===== src/core/trigger_control_regs.svh =====
`ifndef TRIGGER_CONTROL_REGS_SVH
`define TRIGGER_CONTROL_REGS_SVH
// program code encodings on the command port
`define CODE_W             3
`define CODE_HOLD          3'h0
`define CODE_IMMEDIATE     3'h1
`define CODE_DELAYED       3'h2
`define CODE_CONTINUOUS    3'h3
`define CODE_OTHER         3'h4
// settling delay before a delayed trigger, in ns
`define SETTLE_NS          2000
`define CLK_PERIOD_NS      8
`define SETTLE_CYCLES      ((`SETTLE_NS + `CLK_PERIOD_NS - 1) / `CLK_PERIOD_NS)
`define RESULT_W           16
`define STATUS_READY_BIT   0
`endif


===== src/core/trigger_control_pkg.sv =====
package trigger_control_pkg;
  typedef struct packed {
    logic       valid;
    logic [2:0] code;
  } command_t;

  typedef enum logic [4:0] {
    S_RUN    = 5'b0_0001,
    S_IDLE   = 5'b0_0010,
    S_SETTLE = 5'b0_0100,
    S_MEAS   = 5'b0_1000,
    S_HELD   = 5'b1_0000
  } trig_state_t;
endpackage : trigger_control_pkg


===== src/core/settle_timer.sv =====
`timescale 1ns/10ps
`include "trigger_control_regs.svh"
module settle_timer #(
  parameter int CYCLES = `SETTLE_CYCLES
) (
  input  wire logic CLK_I,
  input  wire logic RST_N_I,
  input  wire logic start_i,
  input  wire logic cancel_i,
  output logic      done_o
);
  localparam int CW = $clog2(CYCLES + 1);
  initial begin
    if (CYCLES < 1) $error("settle_timer: CYCLES must be at least 1");
  end
  logic [CW-1:0] count;
  logic          busy;
  wire           last = busy && (count == CW'(1));
  always_ff @(posedge CLK_I) begin
    if (!RST_N_I || cancel_i) begin
      count  <= '0;
      busy   <= 1'b0;
      done_o <= 1'b0;
    end else begin
      done_o <= last;
      if (start_i) begin
        count <= CW'(CYCLES);
        busy  <= 1'b1;
      end else if (busy) begin
        count <= count - CW'(1);
        busy  <= !last;
      end
    end
  end
endmodule : settle_timer


===== src/core/measurement_trigger_control.sv =====
`timescale 1ns/10ps
`include "trigger_control_regs.svh"
module measurement_trigger_control
  import trigger_control_pkg::*;
#(
  parameter int RESULT_W      = `RESULT_W,
  parameter int SETTLE_CYCLES = `SETTLE_CYCLES
) (
  input  wire logic                CLK_I,
  input  wire logic                RST_N_I,
  input  wire command_t            CMD_I,
  input  wire logic                GROUP_TRIGGER_I,
  input  wire logic                RESULT_READ_I,
  input  wire logic                REMOTE_I,
  input  wire logic                LOCAL_KEY_I,
  input  wire logic                SAMPLE_VALID_I,
  input  wire logic [RESULT_W-1:0] SAMPLE_I,
  output logic                     FILTER_CLEAR_O,
  output logic                     DISPLAY_UPDATE_O,
  output logic [RESULT_W-1:0]      DISPLAY_VALUE_O,
  output logic [RESULT_W-1:0]      BUS_RESULT_O,
  output logic                     DATA_READY_O,
  output logic                     STANDBY_O,
  output logic                     SETTINGS_WRITE_O,
  output logic [7:0]               STATUS_BYTE_O
);
  initial begin
    if (RESULT_W < 1) $error("RESULT_W must be at least 1");
    if (SETTLE_CYCLES < 1) $error("SETTLE_CYCLES must be at least 1");
  end

  // panel and remote-enable levels come from outside the clock domain
  logic remote_meta, remote_sync, key_meta, key_sync, key_prev;
  always_ff @(posedge CLK_I) begin
    if (!RST_N_I) begin
      remote_meta <= 1'b0;
      remote_sync <= 1'b0;
      key_meta    <= 1'b0;
      key_sync    <= 1'b0;
      key_prev    <= 1'b0;
    end else begin
      remote_meta <= REMOTE_I;
      remote_sync <= remote_meta;
      key_meta    <= LOCAL_KEY_I;
      key_sync    <= key_meta;
      key_prev    <= key_sync;
    end
  end

  trig_state_t state, next_state;
  logic        armed_done;

  // decode
  wire key_press   = key_sync && !key_prev;
  wire go_local    = key_press || !remote_sync;
  wire cmd_ok      = CMD_I.valid && remote_sync;
  wire is_hold     = cmd_ok && (CMD_I.code == `CODE_HOLD);
  wire is_imm      = cmd_ok && (CMD_I.code == `CODE_IMMEDIATE);
  wire is_dly      = cmd_ok && (CMD_I.code == `CODE_DELAYED);
  wire is_run      = cmd_ok && (CMD_I.code == `CODE_CONTINUOUS);
  wire is_setting  = cmd_ok && !is_hold && !is_imm && !is_dly && !is_run;
  wire get_ok      = GROUP_TRIGGER_I && remote_sync;
  wire in_run      = (state == S_RUN);
  wire busy_trig   = (state == S_SETTLE) || (state == S_MEAS);
  wire start_timer = (is_dly || (get_ok && state == S_SETTLE)) && !go_local;
  wire cancel      = go_local || is_run || is_hold || is_setting && busy_trig;
  wire publish_run = in_run && SAMPLE_VALID_I;
  wire publish_trg = (state == S_MEAS) && SAMPLE_VALID_I;
  wire read_done   = (state == S_HELD) && RESULT_READ_I;

  settle_timer #(
    .CYCLES (SETTLE_CYCLES)
  ) u_settle (
    .CLK_I    (CLK_I),
    .RST_N_I  (RST_N_I),
    .start_i  (start_timer),
    .cancel_i (cancel),
    .done_o   (armed_done)
  );

  always_comb begin
    next_state = state;
    case (state)
      S_RUN: begin
        if (is_imm) next_state = S_MEAS;
        else if (is_dly) next_state = S_SETTLE;
        else if (is_hold) next_state = S_IDLE;
      end
      S_IDLE: begin
        if (is_imm || get_ok) next_state = S_MEAS;
        else if (is_dly) next_state = S_SETTLE;
        else if (is_run) next_state = S_RUN;
      end
      S_SETTLE, S_MEAS: begin
        if (is_run) next_state = S_RUN;
        else if (is_hold || is_setting) next_state = S_IDLE;
        else if (is_imm || get_ok) next_state = S_MEAS;
        else if (is_dly) next_state = S_SETTLE;
        else if (state == S_SETTLE && armed_done) next_state = S_MEAS;
        else if (publish_trg) next_state = S_HELD;
      end
      S_HELD: begin
        if (is_run) next_state = S_RUN;
        else if (read_done) next_state = S_IDLE;
        else if (is_imm || get_ok) next_state = S_MEAS;
        else if (is_dly) next_state = S_SETTLE;
        else if (is_hold) next_state = S_IDLE;
        // other commands leave the held result alone
      end
      default: next_state = S_RUN;
    endcase
    if (go_local) next_state = S_RUN;
  end

  // a trigger leaving the held state drops its result from the status byte
  wire ready_set = publish_trg && next_state == S_HELD;
  wire ready_clr = !in_run && (read_done || (state == S_HELD && next_state != S_HELD));
  wire publish    = publish_run || publish_trg;
  // status byte follows the next ready value so both change on one edge
  wire next_ready = ready_set || (DATA_READY_O && !ready_clr);

  // trigger state
  always_ff @(posedge CLK_I) begin
    if (!RST_N_I) begin
      state <= S_RUN;
    end else begin
      state <= next_state;
    end
  end

  // mode flag, registered from the next state so it never lags the state
  always_ff @(posedge CLK_I) begin
    if (!RST_N_I) begin
      STANDBY_O <= 1'b0;
    end else begin
      STANDBY_O <= (next_state != S_RUN);
    end
  end

  // trigger paths never clear the filter
  always_ff @(posedge CLK_I) begin
    if (!RST_N_I) begin
      FILTER_CLEAR_O <= 1'b0;
    end else begin
      FILTER_CLEAR_O <= 1'b0;
    end
  end

  // settings pass through in standby as well
  always_ff @(posedge CLK_I) begin
    if (!RST_N_I) begin
      SETTINGS_WRITE_O <= 1'b0;
    end else begin
      SETTINGS_WRITE_O <= is_setting;
    end
  end

  // one pulse per published measurement
  always_ff @(posedge CLK_I) begin
    if (!RST_N_I) begin
      DISPLAY_UPDATE_O <= 1'b0;
    end else begin
      DISPLAY_UPDATE_O <= publish;
    end
  end

  // display and bus copies always carry the same value
  always_ff @(posedge CLK_I) begin
    if (!RST_N_I) begin
      DISPLAY_VALUE_O <= '0;
      BUS_RESULT_O    <= '0;
    end else if (publish) begin
      DISPLAY_VALUE_O <= SAMPLE_I;
      BUS_RESULT_O    <= SAMPLE_I;
    end
  end

  // set wins over clear; in continuous the bit is frozen
  always_ff @(posedge CLK_I) begin
    if (!RST_N_I) begin
      DATA_READY_O <= 1'b0;
    end else if (ready_set) begin
      DATA_READY_O <= 1'b1;
    end else if (ready_clr) begin
      DATA_READY_O <= 1'b0;
    end
  end

  // only the ready bit is owned here; the rest of the byte reads zero
  always_ff @(posedge CLK_I) begin
    if (!RST_N_I) begin
      STATUS_BYTE_O <= 8'h00;
    end else begin
      STATUS_BYTE_O                    <= 8'h00;
      STATUS_BYTE_O[`STATUS_READY_BIT] <= next_ready;
    end
  end
endmodule : measurement_trigger_control


===== config.mk =====
export PLATFORM = sky130hd
export DESIGN_NAME = measurement_trigger_control
export DESIGN_NICKNAME = d
export VERILOG_FILES = /design/src/core/trigger_control_pkg.sv /design/src/core/settle_timer.sv /design/src/core/measurement_trigger_control.sv
export VERILOG_INCLUDE_DIRS = /design/src /design/src/core
export SDC_FILE = /design/constraint.sdc
export NUM_CORES = 1
export LEC_CHECK = 0
export BUFFER_PORTS_ARGS = -buffer_cell sky130_fd_sc_hd__buf_2
export CORE_MARGIN = 1.5
export CORE_UTILIZATION = 40
export DETAILED_ROUTE_END_ITERATION = 6
export PLACE_DENSITY = 0.66
export SLEW_MARGIN = 40
export SYNTH_ARGS = -nofsm -noshare
export SYNTH_HDL_FRONTEND = slang
export SYNTH_SLANG_ARGS = --single-unit

===== constraint.sdc =====
create_clock -name CLK_I -period 3.8 [get_ports CLK_I]
set_input_delay 0.76 -clock CLK_I [delete_from_list [all_inputs] [get_ports CLK_I]]
set_output_delay 0.76 -clock CLK_I [all_outputs]
set_load 0.01 [all_outputs]

# [Word level (Yosys, flattened, before mapping)]
# Cells that the tools add are included.
[totals] ff_bits=48 output_inout_bits=45
[op_classes] addsub=1 n_eq_ne=12 mux=23 reduce_logical=51
[ops] operator="two-way mux 5 bit" count=16
[ops] operator="logical AND 1 bit" count=23
[ops] operator="case mux 5 bit (4 select lines)" count=1
[ops] operator="two-way mux 8 bit" count=2
[ops] operator="logical OR 1 bit" count=12
[ops] operator="zero test 1 bit" count=11
[ops] operator="equality test 5 bit (second input constant)" count=2
[ops] operator="equality test 8 x 1 -> 1 bit (second input constant)" count=1
[ops] operator="subtractor 8 x 1 -> 8 bit (second input constant)" count=1
[ops] operator="equality test 3 x 2 -> 1 bit (second input constant)" count=2
[ops] operator="equality test 5 x 1 -> 1 bit (second input constant)" count=1
[ops] operator="equality test 5 x 2 -> 1 bit (second input constant)" count=1
[ops] operator="equality test 5 x 3 -> 1 bit (second input constant)" count=1
[ops] operator="equality test 5 x 4 -> 1 bit (second input constant)" count=1
[ops] operator="inequality test 5 x 1 -> 1 bit (second input constant)" count=1
[ops] operator="inequality test 5 bit (second input constant)" count=1
[ops] operator="two-way mux 1 bit" count=4
[ops] operator="nonzero test 2 bit" count=2
[ops] operator="OR reduction 2 bit" count=2
[ops] operator="equality test 3 x 1 -> 1 bit (second input constant)" count=1
[ops] operator="zero test 3 bit" count=1

# [Logic depth before layout (Yosys ltp)]
# Gate-level depths: netlist of run 1.
[logic_depth] depth_word=19 depth_mapped=7

# [Cells and area by module]
# Synthesis of run 1 repeated with hierarchy kept, for this count alone.
[hier_totals] cells_unflattened=241 area_unflattened_um2=2169.6
[by_module_without_submodules] mod="measurement_trigger_control" instances=1 cells_each=192 area_per_inst_um2=1704.1 seq_area_each_um2=620.6
[by_module_without_submodules] mod="settle_timer" instances=1 cells_each=49 area_per_inst_um2=465.4 seq_area_each_um2=200.2

# [Worst setup path before layout of run 1]
# OpenSTA, ideal clock, no wires.
[synth_timing] kind="input to register" from="input port CMD_I[1] (netlist bit)" to="register DATA_READY_O" setup_ps=61 t_arrival_ps=1984 t_required_ps=3739 path_slack_ps=1755 stages=6 path_buffers=1 path_cell_list="clkbuf_1 o21ba_2 o211ai_1 o32a_1 a2111oi_4 a32o_1"
[synth_between] elab_chain_len=17 elab_cells_between_ends=41
[synth_rtl] item="start: declaration" line="measurement_trigger_control.sv:11" text="input wire command_t CMD_I,"
[synth_rtl] item="zero test 3 bit (no line)"
[synth_rtl] item="logical AND 1 bit" line="measurement_trigger_control.sv:57" text="wire is_hold = cmd_ok && (CMD_I.code == `CODE_HOLD);"
[synth_rtl] item="zero test 1 bit" line="measurement_trigger_control.sv:61" text="wire is_setting = cmd_ok && !is_hold && !is_imm && !is_dly && !is_run;"
[synth_rtl] item="logical AND 1 bit (4 in a row)" line="measurement_trigger_control.sv:61"
[synth_rtl] item="logical OR 1 bit" line="measurement_trigger_control.sv:96" text="else if (is_hold || is_setting) next_state = S_IDLE;"
[synth_rtl] item="two-way mux 5 bit" line="measurement_trigger_control.sv:96"
[synth_rtl] item="two-way mux 5 bit" line="measurement_trigger_control.sv:95" text="if (is_run) next_state = S_RUN;"
[synth_rtl] item="case mux 5 bit (4 select lines) (*)" line="measurement_trigger_control.sv:83" text="case (state)"
[synth_rtl] item="two-way mux 5 bit (*)" line="measurement_trigger_control.sv:112" text="if (go_local) next_state = S_RUN;"
[synth_rtl] item="inequality test 5 bit" line="measurement_trigger_control.sv:117" text="wire ready_clr = !in_run && (read_done || (state == S_HELD && next_state != S_HELD));"
[synth_rtl] item="logical AND 1 bit" line="measurement_trigger_control.sv:117"
[synth_rtl] item="logical OR 1 bit" line="measurement_trigger_control.sv:117"
[synth_rtl] item="logical AND 1 bit" line="measurement_trigger_control.sv:117"
[synth_rtl] item="nonzero test 2 bit (no line)"
[synth_rtl] item="end signal: assignment" line="measurement_trigger_control.sv:181" text="DATA_READY_O <= 1'b0;"
[synth_rtl] item="end signal: assignment" line="measurement_trigger_control.sv:183" text="DATA_READY_O <= 1'b1;"
[synth_rtl] item="end signal: assignment" line="measurement_trigger_control.sv:185" text="DATA_READY_O <= 1'b0;"
[synth_rtl] item="end: declaration" line="measurement_trigger_control.sv:22" text="output logic DATA_READY_O,"
# Every way passes the cells marked *; elsewhere a longest branch is shown, timed or not.
# A chain may end at the register's enable or synchronous reset.

# [Worst setup path after layout of run 1]
[layout_timing] from="register state[3]" to="register state[0]"
[layout_between] elab_chain_len=10 elab_cells_between_ends=19
[layout_rtl] item="start: declaration" line="measurement_trigger_control.sv:50" text="trig_state_t state, next_state;"
[layout_rtl] item="start signal: assignment" line="measurement_trigger_control.sv:127" text="state <= next_state;"
[layout_rtl] item="equality test 5 x 4 -> 1 bit" line="measurement_trigger_control.sv:68, measurement_trigger_control.sv:83"
[layout_rtl] item="logical AND 1 bit" line="measurement_trigger_control.sv:68" text="wire publish_trg = (state == S_MEAS) && SAMPLE_VALID_I;"
[layout_rtl] item="two-way mux 5 bit" line="measurement_trigger_control.sv:100" text="else if (publish_trg) next_state = S_HELD;"
[layout_rtl] item="two-way mux 5 bit" line="measurement_trigger_control.sv:99" text="else if (state == S_SETTLE && armed_done) next_state = S_MEAS;"
[layout_rtl] item="two-way mux 5 bit" line="measurement_trigger_control.sv:98" text="else if (is_dly) next_state = S_SETTLE;"
[layout_rtl] item="two-way mux 5 bit" line="measurement_trigger_control.sv:97" text="else if (is_imm || get_ok) next_state = S_MEAS;"
[layout_rtl] item="two-way mux 5 bit" line="measurement_trigger_control.sv:96"
[layout_rtl] item="two-way mux 5 bit" line="measurement_trigger_control.sv:95"
[layout_rtl] item="case mux 5 bit (4 select lines) (*)" line="measurement_trigger_control.sv:83"
[layout_rtl] item="two-way mux 5 bit (*)" line="measurement_trigger_control.sv:112"
# Marks and branches as above.

==> results of run 1 <==
placed cells by master, fill, tap and decap left out, drive strengths merged, types with 3 or more instances in the layout:
master,n
a31oi,4
and2,6
clkbuf,7
mux2i,16
nand2,17
o22ai,4
nor4,3
inv,8
nand3,8
conb,8
nor2,27
a21oi,9
dfxtp,41
nor2b,6
o21ai,5
xor2,6
xnor2,5
buf,63
nor3,5
nor3b,4
path summary, 6_finish.rpt:
path	from	end
max	state[3]	state[0]
min	key_meta	key_sync
max reg2reg	state[3]	state[0]
min reg2reg	key_meta	key_sync
cell type report:
type | count | area share
multi-input combinational | 168 | 0.447
sequential | 41 | 0.330
timing repair buffer | 63 | 0.127
tap | 70 | 0.0352
clock buffer | 7 | 0.0347
inverter | 9 | 0.0136
clock inverter | 1 | 0.0121
stage by stage:
stage | power (mW) | setup WS [ps] | hold slack, ps | cells
after detailed placement | 0.555 | 1560 | 417 | 351
final | 0.897 | 1750 | 434 | 359
after global routing | 0.936 | 1510 | 477 | 359
after global placement | 0.555 | 1470 | 418 | 351
after CTS | 0.909 | 1760 | 435 | 359
after floorplan | 0.533 | 1750 | 412 | 256
per-layer routing:
metal / GRT usage / wire length (um)
met5: 0 / 0
met4: 0.0278 / 19
met3: 0.0417 / 208
met2: 0.282 / 2240
met1: 0.190 / 2100
flip-flops by register name (all words and copies together) (netlist names):
| name | cells |
|---|---|
| BUS_RESULT_O | 16 |
| u_settle.count | 8 |
| state | 5 |
| DATA_READY_O | 1 |
| DISPLAY_UPDATE_O | 1 |
| SETTINGS_WRITE_O | 1 |
| STANDBY_O | 1 |
| STATUS_BYTE_O | 1 |
| key_meta | 1 |
| key_prev | 1 |
| key_sync | 1 |
| remote_meta | 1 |
| remote_sync | 1 |
| u_settle.busy | 1 |
| u_settle.done_o | 1 |
power by group:
group / switching (mW) / leakage [nW] / internal, mW
logic: 0.0539 / 0.698 / 0.0406
clock network: 0.138 / 0.0585 / 0.214
registers: 0.00804 / 0.335 / 0.442
critical path: cells and delay by family, from the launching register on:
| kind | cells | cell delay, ps |
|---|---|---|
| simple gates | 2 | 730 |
| compound gates | 2 | 710 |
| flops | 1 | 460 |
cell families after synthesis:
| kind of cell | Yosys count | share of synthesized area |
|---|---|---|
| AOI/OAI and AO/OA | 46 | 0.162 |
| xor gates and xnor gates | 11 | 0.0475 |
| other | 1 | 0.00171 |
| DFF | 41 | 0.375 |
| adders and majority gates | 2 | 0.0114 |
| muxes | 16 | 0.0732 |
| buffers and inverters | 47 | 0.132 |
| and+or+nand+nor | 85 | 0.198 |
==> impl.org, run 1 <==
** Pwr
- In this run the static leakage power is 1.09 nW.
- PwrDens :: 361 mW/mm^2
- Worst IR drop on VDD :: 0.000249 V

** Clock network
- Total clock buffers created by CTS :: 5
- Clock tree synthesis selected as its root buffer the cell clkbuf_8.
- Clock Latency Late Sink :: 280 ps
- Number of setup buffers added after CTS :: 0
- Post-CTS repair changed the size of 0 cells.
- CTS hold repair buffers :: 0
- Clock edge transition at the registers on the reported setup and hold paths :: 70 ps
- TritonCTS built the clock tree.
- Clock buffer depth :: 2
- Clock Sink Count :: 41
- The H-tree generated during clock tree synthesis spans 2 levels.

** Flow run
- The tool flagged a number of max-cap violations equal to 0.

** Floorplan
- The total area inside the core boundary comes to 0.00520 mm^2.
- The die is 77.0 um wide.
- Placement Rows :: 26
- Measured along the y axis, the die boundary spans 77.0 um.
- The die covers 0.00592 mm^2.
- 72 I/O pins were placed.
- Starting density of the core :: 0.420

** STA
- In the finished design, the share of the clock period the worst path needs comes to 0.540.
- Setup repair after global routing left no endpoint under its margin.
- Setup total negative slack on the finished layout was measured at 0 ps.
- On the final layout, the worst clock skew is 5.37 ps.
- Normalized max-slew margin :: 0.493
- At the pin with the least slew margin, the transition time is 760 ps.
- Static timing analysis puts the maximum clock frequency at 487 MHz.
- The number of hold violations in the final report is 0.
- Subtracting the final worst setup slack from the clock period gives 2050 ps.
- Final setup violation count :: 0
- Pins Over Slew Limit :: 0

** Synthesis
- Mapped Cells :: 249
- The share of synthesized area in the top cell type comes to 0.375.
- The biggest area contributor in the post-synthesis netlist is dfxtp_1.
- Cell with the most instances after synthesis :: dfxtp_1
- Synthesis inferred 41 register bits.
- Mapped cell area :: 0.00219 mm^2
- Async S/R FF share, synth :: 0
- By area the synthesized netlist is led by dfxtp_1 (38%), buf_4 (8.9%), mux2i_1 (7.3%).
- Yosys mapped a number of flops with a built-in enable equal to 0.
- The Yosys step of the flow raised 0 warnings.
- Average cell area after synthesis :: 8.79 um^2
- Sequential element share of the synthesized area :: 0.375
- Leading post-synthesis cells by instance count :: dfxtp_1 (41), nor2_1 (27), buf_4 (26)
- Counting distinct cell types in the post-synthesis netlist gives 52.
- Main synth FF type :: dfxtp_1

** Finish
- Count of antenna diodes in the layout :: 0
- Area used by sequential logic in the layout :: 821 um^2
- Synthesis-to-layout area growth :: 13.6%
- Fin util :: 0.477
- Area occupied by multi-input gates :: 0.00111 mm^2
- Nets :: 317
- Fraction of final layout cells with drive strength greater than 1 :: 0.270
- After filler insertion, the fill cell instance count of the layout stands at 527.
- The finished cells cover 0.00248 mm^2.

** Critical path
- STA classifies the critical path endpoint as a flop.
- Of all nets on the critical path, the largest fanout is 10.
- In this run the register-to-register setup slack is 1750 ps.
- The number of cells on the worst reg-to-reg path is 4.
- Worst setup path class :: flop to flop
- Slowest stage delay, CP :: 510 ps
- Required time at the endpoint of the critical path :: 3930 ps
- The signal on the critical path passes through nor3_1 -> nand3_1 -> a221oi_2 -> o311ai_0.
- Crit path max-delay cell type :: a221oi_2
- Data arrival time of the worst path :: 2180 ps
- STA classifies the critical path startpoint as a flop.

** Drt
- Wires add up to 4560 um.
- DRT iter0 DRCs :: 78
- The detailed router placed 1803 vias in this run.
- In the final routed layout, each cell accounts on average for 12.7 um.
- After detailed routing, the number of remaining DRC violations is 0.
- The first detailed-routing pass ran for 4 iterations.
- Ratio of routed vias to standard cells :: 5.02
- In this run the remaining antenna-violating nets after routing total 0.

** Placed design
- Detailed placement HPWL :: 3410 um
- The congestion estimate from routability-driven global placement came to 0.900.
- Cell area reported after detailed placement :: 0.00237 mm^2
- Number of I/O port buffers :: 63

** GRT
- Global-route wire length before repair :: 7690 um
- For this run, the total global-route usage over all layers was measured as 0.158.
- Maximum number of pins on one net before global-route repair :: 19
- The number of antenna violations at the first check in global routing was 0.
- Via count of the first global-routing pass :: 1709
- GRT Residual Overflow :: 0

** Worst hold path
- Worst hold path depth :: 1
- The path class of the tightest hold or removal check is flop to flop.

** Status
- Status :: complete, no violations
Power figures use the tool's default switching activity.
==> run 2: changes to the inputs <==
==> constraint.sdc (replaced) <==
create_clock -name CLK_I -period 1.9 [get_ports CLK_I]
set_input_delay 0.38 -clock CLK_I [delete_from_list [all_inputs] [get_ports CLK_I]]
set_output_delay 0.38 -clock CLK_I [all_outputs]
set_load 0.01 [all_outputs]
==> run 2 against run 1 <==
  * First-iteration DRC count increased by 5.1%
  * Utilization increased by 1.0 points
  * Non-clock buffer count increased by 9
  * Clock skew decreased by 3.1 ps
  * Total power increased by 84%
  * Wire length decreased by 0.90%
  * Setup slack got worse by 1600 ps
  * Clock power increased by 56%
  * Critical endpoint is now STATUS_BYTE_O[0]
==> impl.org, run 2 (synthesis results as in run 1) <==
** Clock network
- Buffer type at the clock tree root :: clkbuf_8
- Total clock buffers created by CTS :: 5
- CTS saw 41 sinks.
- Clock edge transition at the registers on the reported setup and hold paths :: 80 ps
- H-tree levels :: 2
- Clock Latency Late Sink :: 280 ps
- TritonCTS built the clock tree.
- Number of setup buffers added after CTS :: 0
- Clock buffer depth :: 2

** STA
- Tcrit/Tclk final :: 0.913
- Highest Clock Rate :: 577 MHz
- Worst clock skew on the final layout :: 2.23 ps
- Setup repair after global routing left no endpoint under its margin.
- At the pin with the least slew margin, the transition time is 534 ps.
- The number of max-slew violations in the final report is 0.
- Final-report hold violation count :: 0
- The routed design could run at a clock period as short as 1730 ps.
- Normalized max-slew margin :: 0.643
- Once routing completed, OpenROAD measured the worst setup slack at 166 ps.
- Adding up every negative setup slack in the final design gives 0 ps.
- Setup violations remaining at the end of the flow were counted as 0.

** Finish
- The final layout contains 326 nets.
- Fraction of final layout cells with drive strength greater than 1 :: 0.302
- The repair_antennas step left the layout with diodes totalling 0.
- The filler cells instantiated in the layout total 541.
- Relative to the synthesized area, the layout overhead comes to 16.0%.
- In the final layout, the registers with the most flip-flops are BUS_RESULT_O: 16 flops, u_settle.count: 8 flops, state: 5 flops.
- Leading cell type in the layout, fill and taps excluded :: buf_2
- Largest reg by FF count :: BUS_RESULT_O
- For this run, the share of the core covered by cells in the final layout is 0.488.
- Commonest cells after routing, fill and taps aside :: buf_2 (63), dfxtp_1 (39), nor2_1 (27)
- The register with the most flip-flops in the layout has 16 of them.

** Pwr
- Fraction of power consumed by combinational cells :: 0.120
- Static leakage power :: 1.12 nW
- The share of total power dissipated in sequential elements is 0.546.
- Total power :: 1.65 mW
- In this run the power spent charging and discharging nets is 421 uW.
- Cell internal power was estimated by the tool at 1.23 mW.
- Of the total power, the clock network draws 0.334.
- Net switching fraction of the power :: 0.255
- PwrDens :: 649 mW/mm^2
- IR analysis of the VDD net gives a maximum drop of 0.000468 V.

** Critical path
- For flop-to-flop paths, the worst setup slack is 170 ps.
- For the worst flop-to-flop path, the logic depth is 5.
- Buf/Inv on CP :: 0
- The worst setup path is captured at a flop.
- Broken down by cell family, the worst path's largest delay share belongs to compound AO/OA/AOI/OAI gates.
- In this run the critical register-to-register path is captured at STATUS_BYTE_O[0].
- Worst setup path class :: flop to flop
- Data arrives at the worst endpoint at 1970 ps.
- CP Cell Sequence :: nor3_4 -> o211ai_1 -> o32a_1 -> a2111oi_4 -> a32o_1
- Crit path max-delay cell type :: dfxtp_1
- STA classifies the critical path startpoint as a flop.
- For the worst setup path, the data required time is 2130 ps.
- The critical path crosses 5 cells after its start point.
- The most critical setup path has its startpoint at state[0].
- The startpoint identified for the worst register-to-register timing path is state[0].
- Of all nets on the critical path, the largest fanout is 7.
- Slowest stage delay, CP :: 370 ps
- Worst setup path end :: STATUS_BYTE_O[0]

** GRT
- GRT Residual Overflow :: 0
- The number of antenna violations at the first check in global routing was 0.
- The first global-routing pass estimated 7420 um of wire.
- Maximum number of pins on one net before global-route repair :: 19
- Via count of the first global-routing pass :: 1631
- Overall Global Routing Usage :: 0.154

** Worst hold path
- Class of the most critical hold timing path :: input port to flop
- Worst hold path depth :: 2

** Drt
- For this run, design rule violations remaining after detail routing come to 0.
- Remaining antenna violation count after routing :: 0
- After the first detailed-routing iteration, the DRC count stood at 82.
- In the final routed layout, each cell accounts on average for 12.3 um.
- Final Routed Wirelength :: 4520 um
- Via count of the routed design :: 1813
- Pre-antenna DRT Iters :: 4
- Ratio of routed vias to standard cells :: 4.93

** Floorplan
- Number of top-level pins :: 72
- Die area :: 0.00592 mm^2
- Overall die height :: 77.0 um
- The core region is 0.00520 mm^2.
- Chip Width :: 77.0 um
- Starting density of the core :: 0.420
- Placement Rows :: 26

** Placed design
- Detailed placement HPWL :: 3470 um
- Routability-driven placement finished with a final weighted congestion of 0.865.
- Number of I/O port buffers :: 63
- DP Worst Slack :: 83.4 ps

** Status
- The flow ran to the end, and the final reports show no timing, DRC or antenna violations.

** Flow run
- The tool flagged a number of max-cap violations equal to 0.
## run 2: final cells by class
cell class	count	area (um^2)	share of cell area
flip-flops and latches	41	823	0.324
repair buffers	72	395	0.156
inverters	9	33.8	0.0133
multi-input cells	168	1110	0.438
clock inverters	3	17.5	0.00690
well taps	70	87.6	0.0345
clock buffers	5	68.8	0.0271
## run 2: worst register-to-register path, cell delays in order (launching register included)
cell and delay [ps]:
dfxtp_1 370, nor3_4 340, o211ai_1 140, o32a_1 330, a2111oi_4 330, a32o_1 170
## run 2: stage by stage
stage	cell area, um^2	std cells	hold slack, ps
global placement	2440	360	414
CTS	2530	368	290
floorplan	2210	256	412
finish	2540	368	297
detailed placement	2440	360	417
global route	2540	368	295
## run 2: worst min path at each step
stage	startpoint	to	slack [ps]
floorplan	key_meta	key_sync	410
global placement	key_meta	key_sync	410
detailed placement	key_meta	key_sync	420
CTS	LOCAL_KEY_I	key_meta	290
global route	LOCAL_KEY_I	key_meta	300
finish	LOCAL_KEY_I	key_meta	300
## run 2: per-layer routing
| metal | global-route usage | part of all wire |
|---|---|---|
| met5 | 0 | 0 |
| met4 | 0.0519 | 0.0064 |
| met3 | 0.0369 | 0.047 |
| met2 | 0.257 | 0.50 |
| met1 | 0.193 | 0.44 |
## run 2: repair_timing
item / CTS / global route
hold buffers: 0 / 0
gates resized for setup: 0 / 3
setup endpoints to repair: 0 / 6
## run 2: power by group through the flow
stage / Combinational (mW) / Sequential [mW] / Clock [mW]
after detailed placement: 0.198 / 0.921 / 0
after global placement: 0.197 / 0.920 / 0
final: 0.197 / 0.901 / 0.550
after floorplan: 0.137 / 0.930 / 0
after global routing: 0.217 / 0.905 / 0.604
after CTS: 0.199 / 0.901 / 0.575
